`config.mk`:
```
export PLATFORM = sky130hd
export DESIGN_NAME = backplane_ber_test_unit
export DESIGN_NICKNAME = d
export VERILOG_FILES = /design/src/design/ber_pkg.sv /design/src/design/backplane_ber_test_unit.sv
export VERILOG_INCLUDE_DIRS = /design/src /design/src/design
export SDC_FILE = /design/constraint.sdc
export NUM_CORES = 1
export LEC_CHECK = 0
export BUFFER_PORTS_ARGS = -buffer_cell sky130_fd_sc_hd__buf_2
export CORE_MARGIN = 1
export CORE_UTILIZATION = 64
export CTS_CLUSTER_DIAMETER = 120
export DETAILED_ROUTE_END_ITERATION = 7
export GPL_ROUTABILITY_DRIVEN = 0
export GPL_TIMING_DRIVEN = 0
export PLACE_DENSITY = 0.91
export SLEW_MARGIN = 25
export SYNTH_ARGS = -nofsm -noshare
export SYNTH_HDL_FRONTEND = slang
export SYNTH_SLANG_ARGS = --single-unit
```
`constraint.sdc`:
```
create_clock -name sys_clk -period 10.3 [get_ports sys_clk]
set_input_delay 1.545 -clock sys_clk [delete_from_list [all_inputs] [get_ports sys_clk]]
set_output_delay 1.545 -clock sys_clk [all_outputs]
set_load 0.02 [all_outputs]
```
`src/design/ber_params.svh`:
```
`ifndef BER_PARAMS_SVH
`define BER_PARAMS_SVH

// ----------------------------------------
// Register offsets
// ----------------------------------------
`define OFS_TX_START    16'h00C8
`define OFS_TX_LENGTH   16'h00C9
`define OFS_RX_LENGTH   16'h00CA
`define OFS_RX_START    16'h00CB
`define OFS_ERR_COUNT   16'h00CC
`define OFS_TEST_CTRL   16'h00B0
`define OFS_IRQ_STATUS  16'h00B1
`define OFS_IRQ_CLEAR   16'h00B2
`define OFS_IRQ_ENABLE  16'h00B3

// ----------------------------------------
// Field positions
// ----------------------------------------
`define CHAN_LSB        0
`define CHAN_MSB        8
`define STREAM_LSB      9
`define STREAM_MSB      13
`define LEN_MSB         8
`define CTRL_TX_EN      0
`define CTRL_RX_EN      1
`define CTRL_CNT_CLR    2
`define EVT_ERROR       0
`define EVT_SATURATE    1
`define EVT_FRAME_DONE  2

// ----------------------------------------
// Reset values and count saturation limit
// ----------------------------------------
`define RST_REG16       16'h0000
`define RST_EVT         3'h0
`define PRBS_SEED       15'h7FFF
`define COUNT_MAX       16'hFFFF

`endif

```
`src/design/ber_pkg.sv`:
```
package ber_pkg;

  // Time slot presented by the frame engine
  typedef struct packed {
    logic [4:0] stream;
    logic [8:0] channel;
  } slot_t;

  // Received byte with its slot
  typedef struct packed {
    logic       valid;
    slot_t      slot;
    logic [7:0] data;
  } rx_beat_t;

  // Complete block state
  typedef struct packed {
    logic [15:0] tx_start;
    logic [15:0] tx_length;
    logic [15:0] rx_length;
    logic [15:0] rx_start;
    logic [15:0] err_count;
    logic [1:0]  ctrl;
    logic [2:0]  evt_status;
    logic [2:0]  evt_enable;
    logic [14:0] tx_prbs;
    logic [14:0] rx_prbs;
    logic        in_rx_win;
    logic        tx_insert;
    logic [7:0]  tx_byte;
    logic [15:0] rd_data;
  } state_t;

endpackage

```
`src/design/backplane_ber_test_unit.sv`:
```
// Added by the designer: the strobed register port.
`timescale 1ns/1ps
`include "ber_params.svh"

// Notes on behaviour
// - Send pattern on transmit length plus one channels from start send channel.
// - Compare on receive length plus one channels from start receive channel.
// - Checked input stream comes from bits 13:9 of start receive register.
// - Comparison begins at channel in bits 8:0 of start receive register.
// - Error count is sixteen bits, read-only; writes leave it unchanged.
// - Count sticks at FFFF until the count clear bit is written.
// - Send stream from start send bits 13:9, start channel from bits 8:0.

module backplane_ber_test_unit
(
  // Clock and reset
  input  wire logic                sys_clk,
  input  wire logic                rst_n,
  // Register port
  input  wire logic [15:0]         reg_addr,
  input  wire logic [15:0]         reg_wdata,
  input  wire logic                reg_wr,
  input  wire logic                reg_rd,
  output logic      [15:0]         reg_rdata,
  // Frame timing
  input  wire logic                frame_start,
  // Transmit slot request and answer
  input  wire logic                tx_slot_req,
  input  wire ber_pkg::slot_t      tx_slot,
  output logic                     tx_slot_insert,
  output logic      [7:0]          tx_slot_byte,
  // Received slots
  input  wire ber_pkg::rx_beat_t   rx_beat,
  // Interrupt
  output logic                     irq
);

  import ber_pkg::*;

  // ----------------------------------------
  // Helper functions
  // ----------------------------------------

  // Advance the x^15+x^14+1 sequence by eight bits
  function automatic logic [14:0] prbs_step8(input logic [14:0] s);
    logic [14:0] r;
    r = s;
    for (int i = 0; i < 8; i++)
    begin
      r = {r[13:0], r[14] ^ r[13]};
    end
    return r;
  endfunction

  // Byte taken from the sequence state
  function automatic logic [7:0] prbs_byte(input logic [14:0] s);
    return s[14:7];
  endfunction

  // Slot inside a run of length+1 channels from start
  function automatic logic in_run(input slot_t      slot,
                                  input logic [15:0] start,
                                  input logic [15:0] length);
    logic [9:0] ofs;
    ofs = {1'b0, slot.channel} - {1'b0, start[`CHAN_MSB:`CHAN_LSB]};
    return (slot.stream == start[`STREAM_MSB:`STREAM_LSB])
        && (slot.channel >= start[`CHAN_MSB:`CHAN_LSB])
        && (ofs <= {1'b0, length[`LEN_MSB:0]});
  endfunction

  // Number of set bits in a byte
  function automatic logic [3:0] ones8(input logic [7:0] v);
    logic [3:0] n;
    n = 4'h0;
    for (int i = 0; i < 8; i++)
    begin
      n = n + {3'h0, v[i]};
    end
    return n;
  endfunction

  // Saturating add of a bit count
  function automatic logic [15:0] sat_add(input logic [15:0] a,
                                          input logic [3:0]  b);
    logic [16:0] s;
    s = {1'b0, a} + {13'h0, b};
    return s[16] ? `COUNT_MAX : s[15:0];
  endfunction

  // ----------------------------------------
  // State
  // ----------------------------------------
  state_t     st_q;
  state_t     st_d;

  logic [7:0] rx_diff;
  logic [3:0] rx_errs;
  logic       rx_hit;
  logic       tx_hit;
  logic       cnt_clr;
  logic [2:0] evt_set;
  logic [2:0] evt_clr;
  logic [15:0] cnt_base;

  // ----------------------------------------
  // Next state
  // ----------------------------------------
  always_comb
  begin
    st_d     = st_q;
    rx_diff  = 8'h00;
    rx_errs  = 4'h0;
    evt_set  = 3'h0;
    evt_clr  = 3'h0;
    cnt_clr  = 1'b0;
    cnt_base = st_q.err_count;

    // Register writes
    if (reg_wr)
    begin
      unique case (reg_addr)
        `OFS_TX_START:   st_d.tx_start  = reg_wdata;
        `OFS_TX_LENGTH:  st_d.tx_length = reg_wdata;
        `OFS_RX_LENGTH:  st_d.rx_length = reg_wdata;
        `OFS_RX_START:   st_d.rx_start  = reg_wdata;
        `OFS_TEST_CTRL:
        begin
          st_d.ctrl = {reg_wdata[`CTRL_RX_EN], reg_wdata[`CTRL_TX_EN]};
          cnt_clr   = reg_wdata[`CTRL_CNT_CLR];
        end
        `OFS_IRQ_CLEAR:  evt_clr = reg_wdata[2:0];
        `OFS_IRQ_ENABLE: st_d.evt_enable = reg_wdata[2:0];
        default:         st_d.rd_data = st_d.rd_data;
      endcase
    end

    // Register reads, data stand one cycle
    st_d.rd_data = 16'h0000;
    if (reg_rd)
    begin
      unique case (reg_addr)
        `OFS_TX_START:   st_d.rd_data = st_q.tx_start;
        `OFS_TX_LENGTH:  st_d.rd_data = st_q.tx_length;
        `OFS_RX_LENGTH:  st_d.rd_data = st_q.rx_length;
        `OFS_RX_START:   st_d.rd_data = st_q.rx_start;
        `OFS_ERR_COUNT:  st_d.rd_data = st_q.err_count;
        `OFS_TEST_CTRL:  st_d.rd_data = {14'h0, st_q.ctrl};
        `OFS_IRQ_STATUS: st_d.rd_data = {13'h0, st_q.evt_status};
        `OFS_IRQ_ENABLE: st_d.rd_data = {13'h0, st_q.evt_enable};
        default:         st_d.rd_data = 16'h0000;
      endcase
    end

    // Transmit run, one byte per channel
    st_d.tx_insert = 1'b0;
    st_d.tx_byte   = 8'h00;
    if (tx_hit)
    begin
      st_d.tx_insert = 1'b1;
      st_d.tx_byte   = prbs_byte(st_q.tx_prbs);
      st_d.tx_prbs   = prbs_step8(st_q.tx_prbs);
    end

    if (rx_hit)
    begin
      rx_diff      = rx_beat.data ^ prbs_byte(st_q.rx_prbs);
      rx_errs      = ones8(rx_diff);
      st_d.rx_prbs = prbs_step8(st_q.rx_prbs);
      if (rx_errs != 4'h0)
      begin
        evt_set[`EVT_ERROR] = 1'b1;
      end
    end

    if (cnt_clr)
    begin
      cnt_base     = `RST_REG16;
      st_d.tx_prbs = `PRBS_SEED;
      st_d.rx_prbs = `PRBS_SEED;
    end
    st_d.err_count = sat_add(cnt_base, rx_errs);
    if (rx_hit && (rx_errs != 4'h0) && (st_d.err_count == `COUNT_MAX)
        && (st_q.err_count != `COUNT_MAX))
    begin
      evt_set[`EVT_SATURATE] = 1'b1;
    end

    // Receive window end per frame
    if (rx_hit)
    begin
      st_d.in_rx_win = 1'b1;
    end
    if (frame_start)
    begin
      st_d.in_rx_win = 1'b0;
      if (st_q.in_rx_win)
      begin
        evt_set[`EVT_FRAME_DONE] = 1'b1;
      end
    end

    // Sticky events, set beats clear
    st_d.evt_status = (st_q.evt_status & ~evt_clr) | evt_set;
  end

  // ----------------------------------------
  // Window decode
  // ----------------------------------------

  assign tx_hit = tx_slot_req && st_q.ctrl[`CTRL_TX_EN]
               && in_run(tx_slot, st_q.tx_start, st_q.tx_length);

  // Receive run of length plus one
  assign rx_hit = rx_beat.valid && st_q.ctrl[`CTRL_RX_EN]
               && in_run(rx_beat.slot, st_q.rx_start, st_q.rx_length);

  // ----------------------------------------
  // Registers
  // ----------------------------------------
  always_ff @(posedge sys_clk or negedge rst_n)
  begin
    if (!rst_n)
    begin
      st_q.tx_start   <= `RST_REG16;
      st_q.tx_length  <= `RST_REG16;
      st_q.rx_length  <= `RST_REG16;
      st_q.rx_start   <= `RST_REG16;
      st_q.err_count  <= `RST_REG16;
      st_q.ctrl       <= 2'h0;
      st_q.evt_status <= `RST_EVT;
      st_q.evt_enable <= `RST_EVT;
      st_q.tx_prbs    <= `PRBS_SEED;
      st_q.rx_prbs    <= `PRBS_SEED;
      st_q.in_rx_win  <= 1'b0;
      st_q.tx_insert  <= 1'b0;
      st_q.tx_byte    <= 8'h00;
      st_q.rd_data    <= `RST_REG16;
    end
    else
    begin
      st_q <= st_d;
    end
  end

  // ----------------------------------------
  // Outputs
  // ----------------------------------------
  assign reg_rdata      = st_q.rd_data;
  assign tx_slot_insert = st_q.tx_insert;
  assign tx_slot_byte   = st_q.tx_byte;
  assign irq            = |(st_q.evt_status & st_q.evt_enable);

endmodule

```
### Yosys cells after proc, flatten, opt, wreduce, memory -nomap -nowiden

Index checks and enable logic that the tools add are counted.

* register bits after elaboration: 144
* input port bits: 75

* add/subtract/negate cells: 10
* order comparisons: 4
* equality and inequality tests: 13
* mux-type cells: 20
* bitwise logic cells: 21
* reductions and logical operators: 23

Operators with widths (count)
* $eq A16 B8 Y1 const B: 9
* $pmux W16 S8: 1
* $mux W16: 3
* $mux W15: 2
* $mux W30: 1
* $le A10 B9 Y1: 2
* $sub A9 B9 Y10: 2
* $ge A9 B9 Y1: 2
* $add A16 B4 Y17: 1
* $add A4 B1 Y4: 4
* $eq A16 B16 Y1 const B: 1
* $ne A16 B16 Y1 const B: 1
* $xor A1 B1 Y1: 16
* $reduce_and A2 Y1: 6
* $logic_and A1 B1 Y1: 11
* $eq A5 B5 Y1: 2
* $mux W1: 9
* $mux W9: 1
* $reduce_bool A4 Y1: 2
* $xor A8 B8 Y8: 1
* $and A3 B3 Y3: 2
* $mux W3: 2
* $reduce_bool A2 Y1: 3
* $add A3 B1 Y4: 1
* other kinds (6): 6

### Logic depth before layout (Yosys ltp)

Gate-level depths: netlist (run 1).

* word-level depth: 16
* mapped depth: 27
* mapped depth without buffers: 25

### Least setup slack after synthesis (run 1)

No wires, ideal clock.

* kind: input to register
* start point: input port rx_beat[8] (netlist name)
* end point: register st_q[60] (netlist name)
* setup time: 0.092 ns
* arrival time: 5.852 ns
* required time: 10.208 ns
* slack: 4.357 ns
* cell stages on the path: 26
* cell sequence: inv_1 > ha_1 > inv_1 > fa_1 > a211oi_1 > nor2_1 > o221ai_1 > nand2b_1 > xor2_1 > ha_1 > nor4_1 > o221ai_1 > a31oi_1 > and3_1 > buf_2 > buf_4 > and2_1 > ha_1 > fa_1 > nand3_1 > a21oi_2 > and2b_1 > xor2_1 > nand4_1 > o31a_1 > o31ai_2

RTL lines
* from (decl): RTL line backplane_ber_test_unit.sv:33 `input wire ber_pkg::rx_beat_t rx_beat,`
* to (signal assigned): RTL line backplane_ber_test_unit.sv:241 `st_q <= st_d;`
* to (decl): RTL line backplane_ber_test_unit.sv:93 `state_t st_q;`

==> impl_metrics.yaml, run 1 <==
status:
  outcome: "finished with violations"
  violations: "DRC"
route:
  wl_per_cell_um: 20.05
  ant_nets: 0
  via_count: 7109
  drc: 2
  dr.pass1.iters: 8
  drt_wl_total_um: 22310
  drt-initial-drc-count: 817
  avgViaCountPerCell: 6.387
yosys:
  syn-num-nets: 936
  ys_ff_latch: 144
  yosysTopAreaCell: "dfrtp_1"
  ys_seq_area_share_pct: 43.19
  yosysUniqueCellTypes: 65
  synthArstFlopShare_pct: 100.0
  synth_area_um2: 8431
  synth_area_leaders: "dfrtp_1 (34%), dfstp_2 (9.3%), ha_1 (6.5%)"
  synth_top_area_share_pct: 33.84
  syn_area_per_cell_um2: 10.41
  yosys_warnings: 0
  synth_cells: 810
  synthFlopType: "dfrtp_1"
  synth_edf_count: 0
critical_path:
  cp-end-kind: "register"
  startpoint_type: "input port"
  cp.required_ps: 10630
  r2r_start: "st_q[80]$_DFFE_PN0P_"
  reg2reg_depth: 25
  r2r_end: "st_q[60]$_DFF_PN0_"
  worst-endpoint-arrival_ps: 7050
  worstPathMaxFanout: 10
  critPathKind: "in2reg"
  reg2reg_slack_ps: 4410
clock_network:
  numCtsBuffers: 17
  cts_setup_buffers: 0
  ctsResizeCount: 0
  path_clk_slew_ps: 60
  clkLatencyLatePin_ps: 430
  root_buffer: "clkbuf_16"
  cts.sinks: 144
  tritoncts: "yes"
  htree_num_levels: 4
  postCtsHoldBufs: 0
  clk_path_buf_depth: 2
place:
  numPortBuffers: 98
  numPlacedInstances: 1081
  dp_hpwl_um: 15060
sta:
  drv_slew: 0
  relSlewSlack_pct: 51.08
  period_share_pct: 65.25
  fin_skew_ps: 9.056
  rsz0062_at_grt: "no"
  whs_ps: 487.8
  timing.setup.tns_ps: 0
  finalHoldViolCount: 0
  worstMarginPinSlew_ps: 729.0
  fin_crit_ps: 6721
  max_freq_mhz: 148.8
  setup_viol: 0
power_and_ir_drop:
  leakage_uw: 0.004655
  peakVddDrop_mv: 0.1381
  power_density_nw_per_um2: 139.2
finish:
  stdcell_count: 1113
  layout_commonest_cell: "dfrtp_1"
  post-route-util_pct: 77.33
  n_antenna_cell: 0
  syn2layout_area_growth_pct: 16.70
  n_fill_cell: 797
  final_cell_mix: "dfrtp_1 (114), buf_2 (110), nand2_1 (80)"
  drive_gt1_share_pct: 29.44
  nets: 1054
hold_path:
  hp-start: "st_q[25]$_DFFE_PN0P_"
  worstHoldEndpoint: "st_q[61]$_DFF_PN0_"
  holdCritPathClass: "reg2reg"
  holdPathStages: 2
floorplan:
  dieArea_um2: 13640
  rows: 41
  core_um2: 12720
  die_h_um: 116.8
  die_w_um: 116.8
  ioPinCount: 101
  start_util_pct: 66.27
flow_run:
  cap_violations: 0
grt:
  grt_busiest_layer: "met2"
  grt_use_met3_pct: 8.651
  grt_overflow: 0
  grt_max_degree: 89
  grt_pass1_wl_um: 35580
  antenna_found_initial: 0
  grt.met1_usage_pct: 44.98
  grtUsageMet2_pct: 55.78
  grt_use_total_pct: 35.07
  grt_pass1_vias: 6966
==> per-stage QoR <==
stage / setup slack (ps) / cell area [um2] / total power (uW)
after global routing: 3109 / 9838 / 1408
after floorplan: 4357 / 8431 / 634.5
final: 3579 / 9838 / 1370
after global placement: 3564 / 9136 / 674.6
after detailed placement: 3441 / 9174 / 680.2
after CTS: 3663 / 9838 / 1366
==> worst max-delay path, cell delays in order <==
cell and delay (ps):
buf_2 90, inv_1 60, ha_1 140, inv_1 60, fa_1 420, a211oi_1 230
nor2_1 110, o221ai_1 270, nand2b_1 130, xor2_1 160, ha_1 200, nor4_1 300
o221ai_1 190, a31oi_1 230, and3_1 220, buf_2 170, buf_4 220, and2_1 170
ha_1 230, fa_1 270, nand3_1 180, a21oi_2 300, and2b_1 220, xor2_1 180
nand4_1 100, o31a_1 360, o31ai_2 260
==> synth_stat cells (all sizes together) (2+ instances only) <==
cell	number
a211oi	6
a21o	7
a21oi	31
a221oi	4
a222oi	14
a22oi	4
a31oi	26
and2	18
and3	6
buf	45
clkbuf	10
dfrtp	114
dfstp	30
fa	7
ha	44
inv	52
mux2	53
mux2i	14
nand2	85
nand2b	5
nand3	21
nand4	13
nor2	35
nor2b	5
nor3	23
nor4	8
o211ai	10
o21a	9
o21ai	34
o21bai	4
o221ai	2
o31ai	2
xnor2	40
xor2	16
==> cell families (layout without fill, tap and decap cells) <==
family                     Yosys count  after routing  share of synthesized area [%]
muxes                               67             67                          9.632
buffers and inverters              107            238                          6.575
AOI/OAI and AO/OA                  159            159                          12.62
and+or+nand+nor                    226            226                          13.98
adders and majority gates           51             51                          8.192
xor gates and xnor gates            56             56                          5.818
DFF                                144            144                          43.19
==> registers in the layout, indices dropped and copies added (netlist names) <==
signal / cells
st_q: 119
tx_slot_insert: 1
tx_slot_byte: 8
reg_rdata: 16
==> report_power, final <==
group          leakage (uW)  switching, uW  internal, uW
Clock              0.000322            239           454
Combinational       0.00244           64.2          45.4
Sequential          0.00189          0.144           567
==> metal layers <==
layer | part of all wire (%) | routed length, um
met5 | 0 | 0
met2 | 47 | 10410
met3 | 9.7 | 2157
met1 | 39 | 8628
met4 | 5.0 | 1110
==> final cells by class <==
| class | count | area (um2) | share of cell area, % |
|---|---|---|---|
| clock buffer | 22 | 484.2 | 4.922 |
| inverter | 52 | 195.2 | 1.984 |
| buffer | 55 | 359.1 | 3.650 |
| sequential | 144 | 3641 | 37.01 |
| tap | 172 | 215.2 | 2.187 |
| timing repair buffer | 99 | 528.0 | 5.367 |
| clock inverter | 10 | 180.2 | 1.831 |
| multi-input combinational | 559 | 4235 | 43.05 |
==> worst max-delay path by stage <==
stage,start,end,slack [ps],cells past startpoint
6_report,rx_beat[8],st_q[60]$_DFF_PN0_,3580,27
5_1_grt,rx_beat[8],st_q[60]$_DFF_PN0_,3110,27
4_1_cts,rx_beat[8],st_q[60]$_DFF_PN0_,3660,27
3_5_place_dp,rx_beat[8],st_q[60]$_DFF_PN0_,3440,27
3_3_place_gp,rx_beat[8],st_q[60]$_DFF_PN0_,3560,27
2_1_floorplan,rx_beat[8],st_q[60]$_DFF_PN0_,4360,26
No activity file was read; power rests on OpenSTA's default activity.
==> inputs of run 2 (changes only) <==
--- a/config.mk
+++ b/config.mk
@@ -8,12 +8,12 @@
 export LEC_CHECK = 0
 export BUFFER_PORTS_ARGS = -buffer_cell sky130_fd_sc_hd__buf_2
 export CORE_MARGIN = 1
-export CORE_UTILIZATION = 64
+export CORE_UTILIZATION = 59
 export CTS_CLUSTER_DIAMETER = 120
 export DETAILED_ROUTE_END_ITERATION = 7
 export GPL_ROUTABILITY_DRIVEN = 0
 export GPL_TIMING_DRIVEN = 0
-export PLACE_DENSITY = 0.91
+export PLACE_DENSITY = 0.85
 export SLEW_MARGIN = 25
 export SYNTH_ARGS = -nofsm -noshare
 export SYNTH_HDL_FRONTEND = slang
==> constraint.sdc (replaced) <==
create_clock -name sys_clk -period 6.2 [get_ports sys_clk]
set_input_delay 0.93 -clock sys_clk [delete_from_list [all_inputs] [get_ports sys_clk]]
set_output_delay 0.93 -clock sys_clk [all_outputs]
set_load 0.02 [all_outputs]
==> run 2 against run 1 <==
Compared with the run above: die area is 8.3% higher; the flow still finishes with violations (DRC); critical path depth unchanged; final cell count grew 0.72%; routed wire length fell by 7.7%; sequential share of layout area increased by 0.22 points; worst hold slack got worse by 78 ps; core utilization decreased by 7.2 points; largest cell class unchanged; critical endpoint unchanged; first-iteration DRC count decreased by 18%.
==> impl_metrics.yaml, run 2 (synthesis results as in run 1) <==
finish:
  largest_reg_flops: 119
  nets: 1054
  n_fill_cell: 995
  seqCellArea_um2: 3641
  regMostFlops: "st_q"
  syn2layout_area_growth_pct: 16.00
  stdcell_count: 1121
  n_antenna_cell: 0
  multi_input_area_um2: 4235
  drive_gt1_share_pct: 29.33
  final_cell_mix: "dfrtp_1 (114), buf_2 (110), nand2_1 (80)"
  layout_commonest_cell: "dfrtp_1"
power_and_ir_drop:
  leakage_uw: 0.004622
  peakVddDrop_mv: 0.1913
  p_sw_share_pct: 23.09
  seqPwrFrac_pct: 43.9
  power_density_nw_per_um2: 219.3
  power.clock.fraction_pct: 47.9
  combinationalPowerShare_pct: 8.2
  power.switching_uw: 495.3
  p_total_uw: 2145
  p_int_uw: 1650
clock_network:
  cts.sinks: 144
  postCtsHoldBufs: 0
  path_clk_slew_ps: 60
  cts_setup_buffers: 0
  tritoncts: "yes"
  clk_path_buf_depth: 2
  numCtsBuffers: 17
  root_buffer: "clkbuf_16"
  ctsResizeCount: 0
  htree_num_levels: 4
  clkLatencyLatePin_ps: 420
sta:
  period_share_pct: 94.56
  rsz0062_at_grt: "no"
  worst_slack_ps: 337.4
  max_freq_mhz: 170.6
  relSlewSlack_pct: 54.72
  setup_viol: 0
  drv_slew: 0
  timing.setup.tns_ps: 0
  finalHoldViolCount: 0
  fin_crit_ps: 5863
  fin_skew_ps: 9.171
  worstMarginPinSlew_ps: 679.2
floorplan:
  die_w_um: 121.5
  start_util_pct: 60.50
  rows: 43
  die_h_um: 121.5
  core_um2: 13930
  ioPinCount: 101
  dieArea_um2: 14770
grt:
  antenna_found_initial: 0
  grt_use_total_pct: 29.68
  grt_overflow: 0
  grt_pass1_wl_um: 33270
  grt_pass1_vias: 6521
  grt_max_degree: 91
critical_path:
  cpMostUsedCell: "ha_1"
  cp-end-kind: "register"
  critPathBufInv: 5
  crit_family: "compound AO/OA/AOI/OAI gates"
  worst-endpoint-arrival_ps: 6190
  max_stage_delay_ps: 420
  startpoint_type: "input port"
  crit_slowest_cell: "fa_1"
  cp.required_ps: 6530
  r2r_start: "st_q[80]$_DFFE_PN0P_"
  crit_start: "rx_beat[8]"
  critPathKind: "in2reg"
  worstPathMaxFanout: 10
route:
  wl_per_cell_um: 18.38
  via_count: 6735
  drc: 2
  drt_wl_total_um: 20600
  dr.pass1.iters: 8
  ant_nets: 0
  drt-initial-drc-count: 668
  avgViaCountPerCell: 6.008
place:
  detailedPlace.worstSlack_ps: 78.24
  numPlacedInstances: 1089
  numPortBuffers: 98
  dp_hpwl_um: 14700
flow_run:
  cap_violations: 0
status:
  outcome: "finished with violations"
  violations: "DRC"
hold_path:
  holdCritPathClass: "in2async"
run 2: changes by cell type in the layout (fill, tap and decap cells not counted):
cell and delta:
clkbuf_1 +1, bufinv_16 -3, clkinv_4 +2
run 2: final cells by class:
cell class                 count  share of cell area [%]
clock inverter                 9                   1.100
sequential                   144                   37.23
timing repair buffer          99                   5.399
tap                          180                   2.303
inverter                      52                   1.996
buffer                        55                   3.672
multi-input combinational    559                   43.31
clock buffer                  23                   4.990
run 2: metrics by stage:
step | hold slack (ps) | cell area [um2] | utilization [%]
2_1_floorplan | 437.2 | 8431 | -
3_3_place_gp | 449.2 | 9146 | 65.64
3_5_place_dp | 457.9 | 9184 | 65.91
4_1_cts | 423.3 | 9779 | 70.18
5_1_grt | 441.2 | 9779 | 70.18
6_report | 409.6 | 9779 | 70.18
run 2: metal layers:
metal / vias to the layer above / wire length (um) / part of all wire [%] / track usage [%]
met3: 61 / 1680 / 8.2 / 5.009
met2: 349 / 9521 / 46 / 45.74
li1: 3092 / - / - / -
met5: - / 0 / 0 / 0
met1: 3233 / 8787 / 43 / 41.38
met4: 0 / 614 / 3.0 / 13.04
run 2: worst paths after layout:
path / end / slack (ps) / cells after the start
worst max-delay path: st_q[60]$_DFF_PN0_ / 340 / 27
worst min-delay path: tx_slot_byte[4]$_DFF_PN0_ / 410 / 1
worst max register to register: st_q[60]$_DFF_PN0_ / 560 / 25
worst min register to register: st_q[61]$_DFF_PN0_ / 470 / 2
max in group asynchronous: st_q[133]$_DFFE_PN0P_ / 5010 / 2
min in group sys_clk: st_q[61]$_DFF_PN0_ / 470 / 2
run 2: worst register-to-register path: cells and delay by family (launching register included):
kind	cells	cell delay, ps
fa+ha+maj	5	1240
buf+inv	3	430
compound gates	7	1710
flops	1	420
simple gates	8	1420
xor+xnor	2	360
run 2: power groups by stage:
stage          registers (uW)  logic, uW  clock network, uW
2_1_floorplan             958       96.2                  0
3_3_place_gp              958        164                  0
3_5_place_dp              958        173                  0
4_1_cts                   942        175               1030
5_1_grt                   941        196               1080
6_report                  942        175               1030
==> inputs of run 3 (changes only) <==
--- a/config.mk
+++ b/config.mk
@@ -12,7 +12,6 @@
 export CTS_CLUSTER_DIAMETER = 120
 export DETAILED_ROUTE_END_ITERATION = 7
 export GPL_ROUTABILITY_DRIVEN = 0
-export GPL_TIMING_DRIVEN = 0
 export PLACE_DENSITY = 0.85
 export SLEW_MARGIN = 25
 export SYNTH_ARGS = -nofsm -noshare
==> run 3 against run 2 <==
Compared with the run above: clock skew shrank 0.78 ps; routed wire length shrank 5.6%; sequential share of layout area grew 1.3 points; critical path type unchanged; the flow still finishes with violations (DRC); highest routed layer unchanged; core utilization shrank 2.4 points; register-to-register slack gained 400 ps.
==> impl_metrics.yaml, run 3 (synthesis results as in run 1) <==
status:
  outcome: "finished with violations"
  violations: "DRC"
grt:
  grt_use_total_pct: 28.22
  grt_overflow: 0
  grt_max_degree: 88
  antenna_found_initial: 0
  grt_pass1_wl_um: 31970
  grt_pass1_vias: 6337
route:
  dr.pass1.iters: 8
  drt-initial-drc-count: 661
  drt_wl_total_um: 19460
  drc: 7
  ant_nets: 0
  via_count: 6433
  avgViaCountPerCell: 6.001
  wl_per_cell_um: 18.15
place:
  numPortBuffers: 100
  dp_hpwl_um: 13770
clock_network:
  cts.sinks: 144
  tritoncts: "yes"
  clkLatencyLatePin_ps: 420
  postCtsHoldBufs: 0
  htree_num_levels: 4
  numCtsBuffers: 17
  cts_setup_buffers: 0
  root_buffer: "clkbuf_16"
  path_clk_slew_ps: 60
  ctsResizeCount: 0
  clk_path_buf_depth: 2
finish:
  post-route-util_pct: 67.77
  nets: 1005
  drive_gt1_share_pct: 26.46
  n_antenna_cell: 0
  syn2layout_area_growth_pct: 12.01
  regMostFlops: "st_q"
  largest_reg_flops: 119
  n_fill_cell: 1042
  layout_commonest_cell: "dfrtp_1"
  final_cell_mix: "dfrtp_1 (114), buf_2 (99), nand2_1 (80)"
critical_path:
  cp-end-kind: "register"
  cp.required_ps: 6520
  worst-endpoint-arrival_ps: 5680
  startpoint_type: "input port"
  critPathKind: "in2reg"
  worstPathMaxFanout: 5
floorplan:
  core_um2: 13930
  dieArea_um2: 14770
  ioPinCount: 101
  rows: 43
  start_util_pct: 60.50
  die_h_um: 121.5
  die_w_um: 121.5
power_and_ir_drop:
  leakage_uw: 0.004374
  peakVddDrop_mv: 0.2199
  power_density_nw_per_um2: 226.4
sta:
  worstMarginPinSlew_ps: 908.0
  relSlewSlack_pct: 39.27
  setup_viol: 0
  max_freq_mhz: 186.5
  fin_crit_ps: 5361
  timing.setup.tns_ps: 0
  rsz0062_at_grt: "no"
  period_share_pct: 86.47
  finalHoldViolCount: 0
  fin_skew_ps: 8.386
  drv_slew: 0
flow_run:
  cap_violations: 0
hold_path:
  holdCritPathClass: "reg2reg"
[run 3: changes by cell type in the layout (fill, tap and decap cells not counted), moves of 2 or more]
cell,previous run,this run
clkbuf_1,11,3
buf_2,110,99
buf_6,4,1
buf_4,28,5
clkbuf_8,4,1
clkinv_4,2,0
[run 3: final timing paths]
check | startpoint | to | slack [ps] | depth (start not counted)
setup / recovery | rx_beat[8] | st_q[60]$_DFF_PN0_ | 840 | 24
hold / removal | st_q[25]$_DFFE_PN0P_ | st_q[61]$_DFF_PN0_ | 470 | 2
setup reg to reg | st_q[34]$_DFFE_PN1P_ | st_q[60]$_DFF_PN0_ | 960 | 17
hold reg to reg | st_q[25]$_DFFE_PN0P_ | st_q[61]$_DFF_PN0_ | 470 | 2
max in group asynchronous | rst_n | reg_rdata[0]$_DFF_PN0_ | 4450 | 2
min in group asynchronous | rst_n | tx_slot_byte[3]$_DFF_PN0_ | 560 | 1
[run 3: stage by stage]
stage                     setup WS [ps]  cells  area, um2  total power (uW)  hold slack [ps]
after global routing              536.2   1072       9443              2212            505.1
after detailed placement          522.3   1040       8855              1128            455.5
final                             838.8   1072       9443              2138            467.5
after global placement            669.9   1040       8853              1125            446.6
after CTS                         886.5   1072       9443              2149            469.5
after floorplan                   871.6    810       8431              1054            437.2
[run 3: critical path: stages]
cell and delay (ps):
buf_2 90, inv_1 70, ha_1 140, inv_1 50
fa_1 420, a211oi_1 220, nor2_1 100, o221ai_1 220
nand2b_1 100, xor2_1 150, ha_1 200, nor4_1 270
o221ai_1 150, a31oi_1 180, and3_1 300, and2_1 240
ha_1 280, a211oi_1 350, nor2_1 110, xnor2_1 150
nor4_1 250, nand4_1 140, o31a_1 330, o31ai_2 220
[run 3: metal layers]
metal  up-vias  GRT usage [%]  routed length (um)
met4         0          10.73                 444
met3        37          4.307                1326
li1       2983              -                   -
met5         -              0                   0
met2       295          44.25                9011
met1      3118          39.64                8677
[run 3: area by class of cell]
class / instances / area [um2] / area share, %
Clock inverter: 11 / 137.6 / 1.458
Sequential cell: 144 / 3641 / 38.56
Inverter: 52 / 195.2 / 2.067
Multi-Input combinational cell: 559 / 4249 / 45.00
Timing Repair Buffer: 105 / 544.3 / 5.764
Clock buffer: 21 / 450.4 / 4.770
Tap cell: 180 / 225.2 / 2.385
[run 3: where the power goes]
part	switching, uW	internal [uW]	total, uW
clock network	384	640	1020
registers	0.217	941	942
logic	100	71.9	172
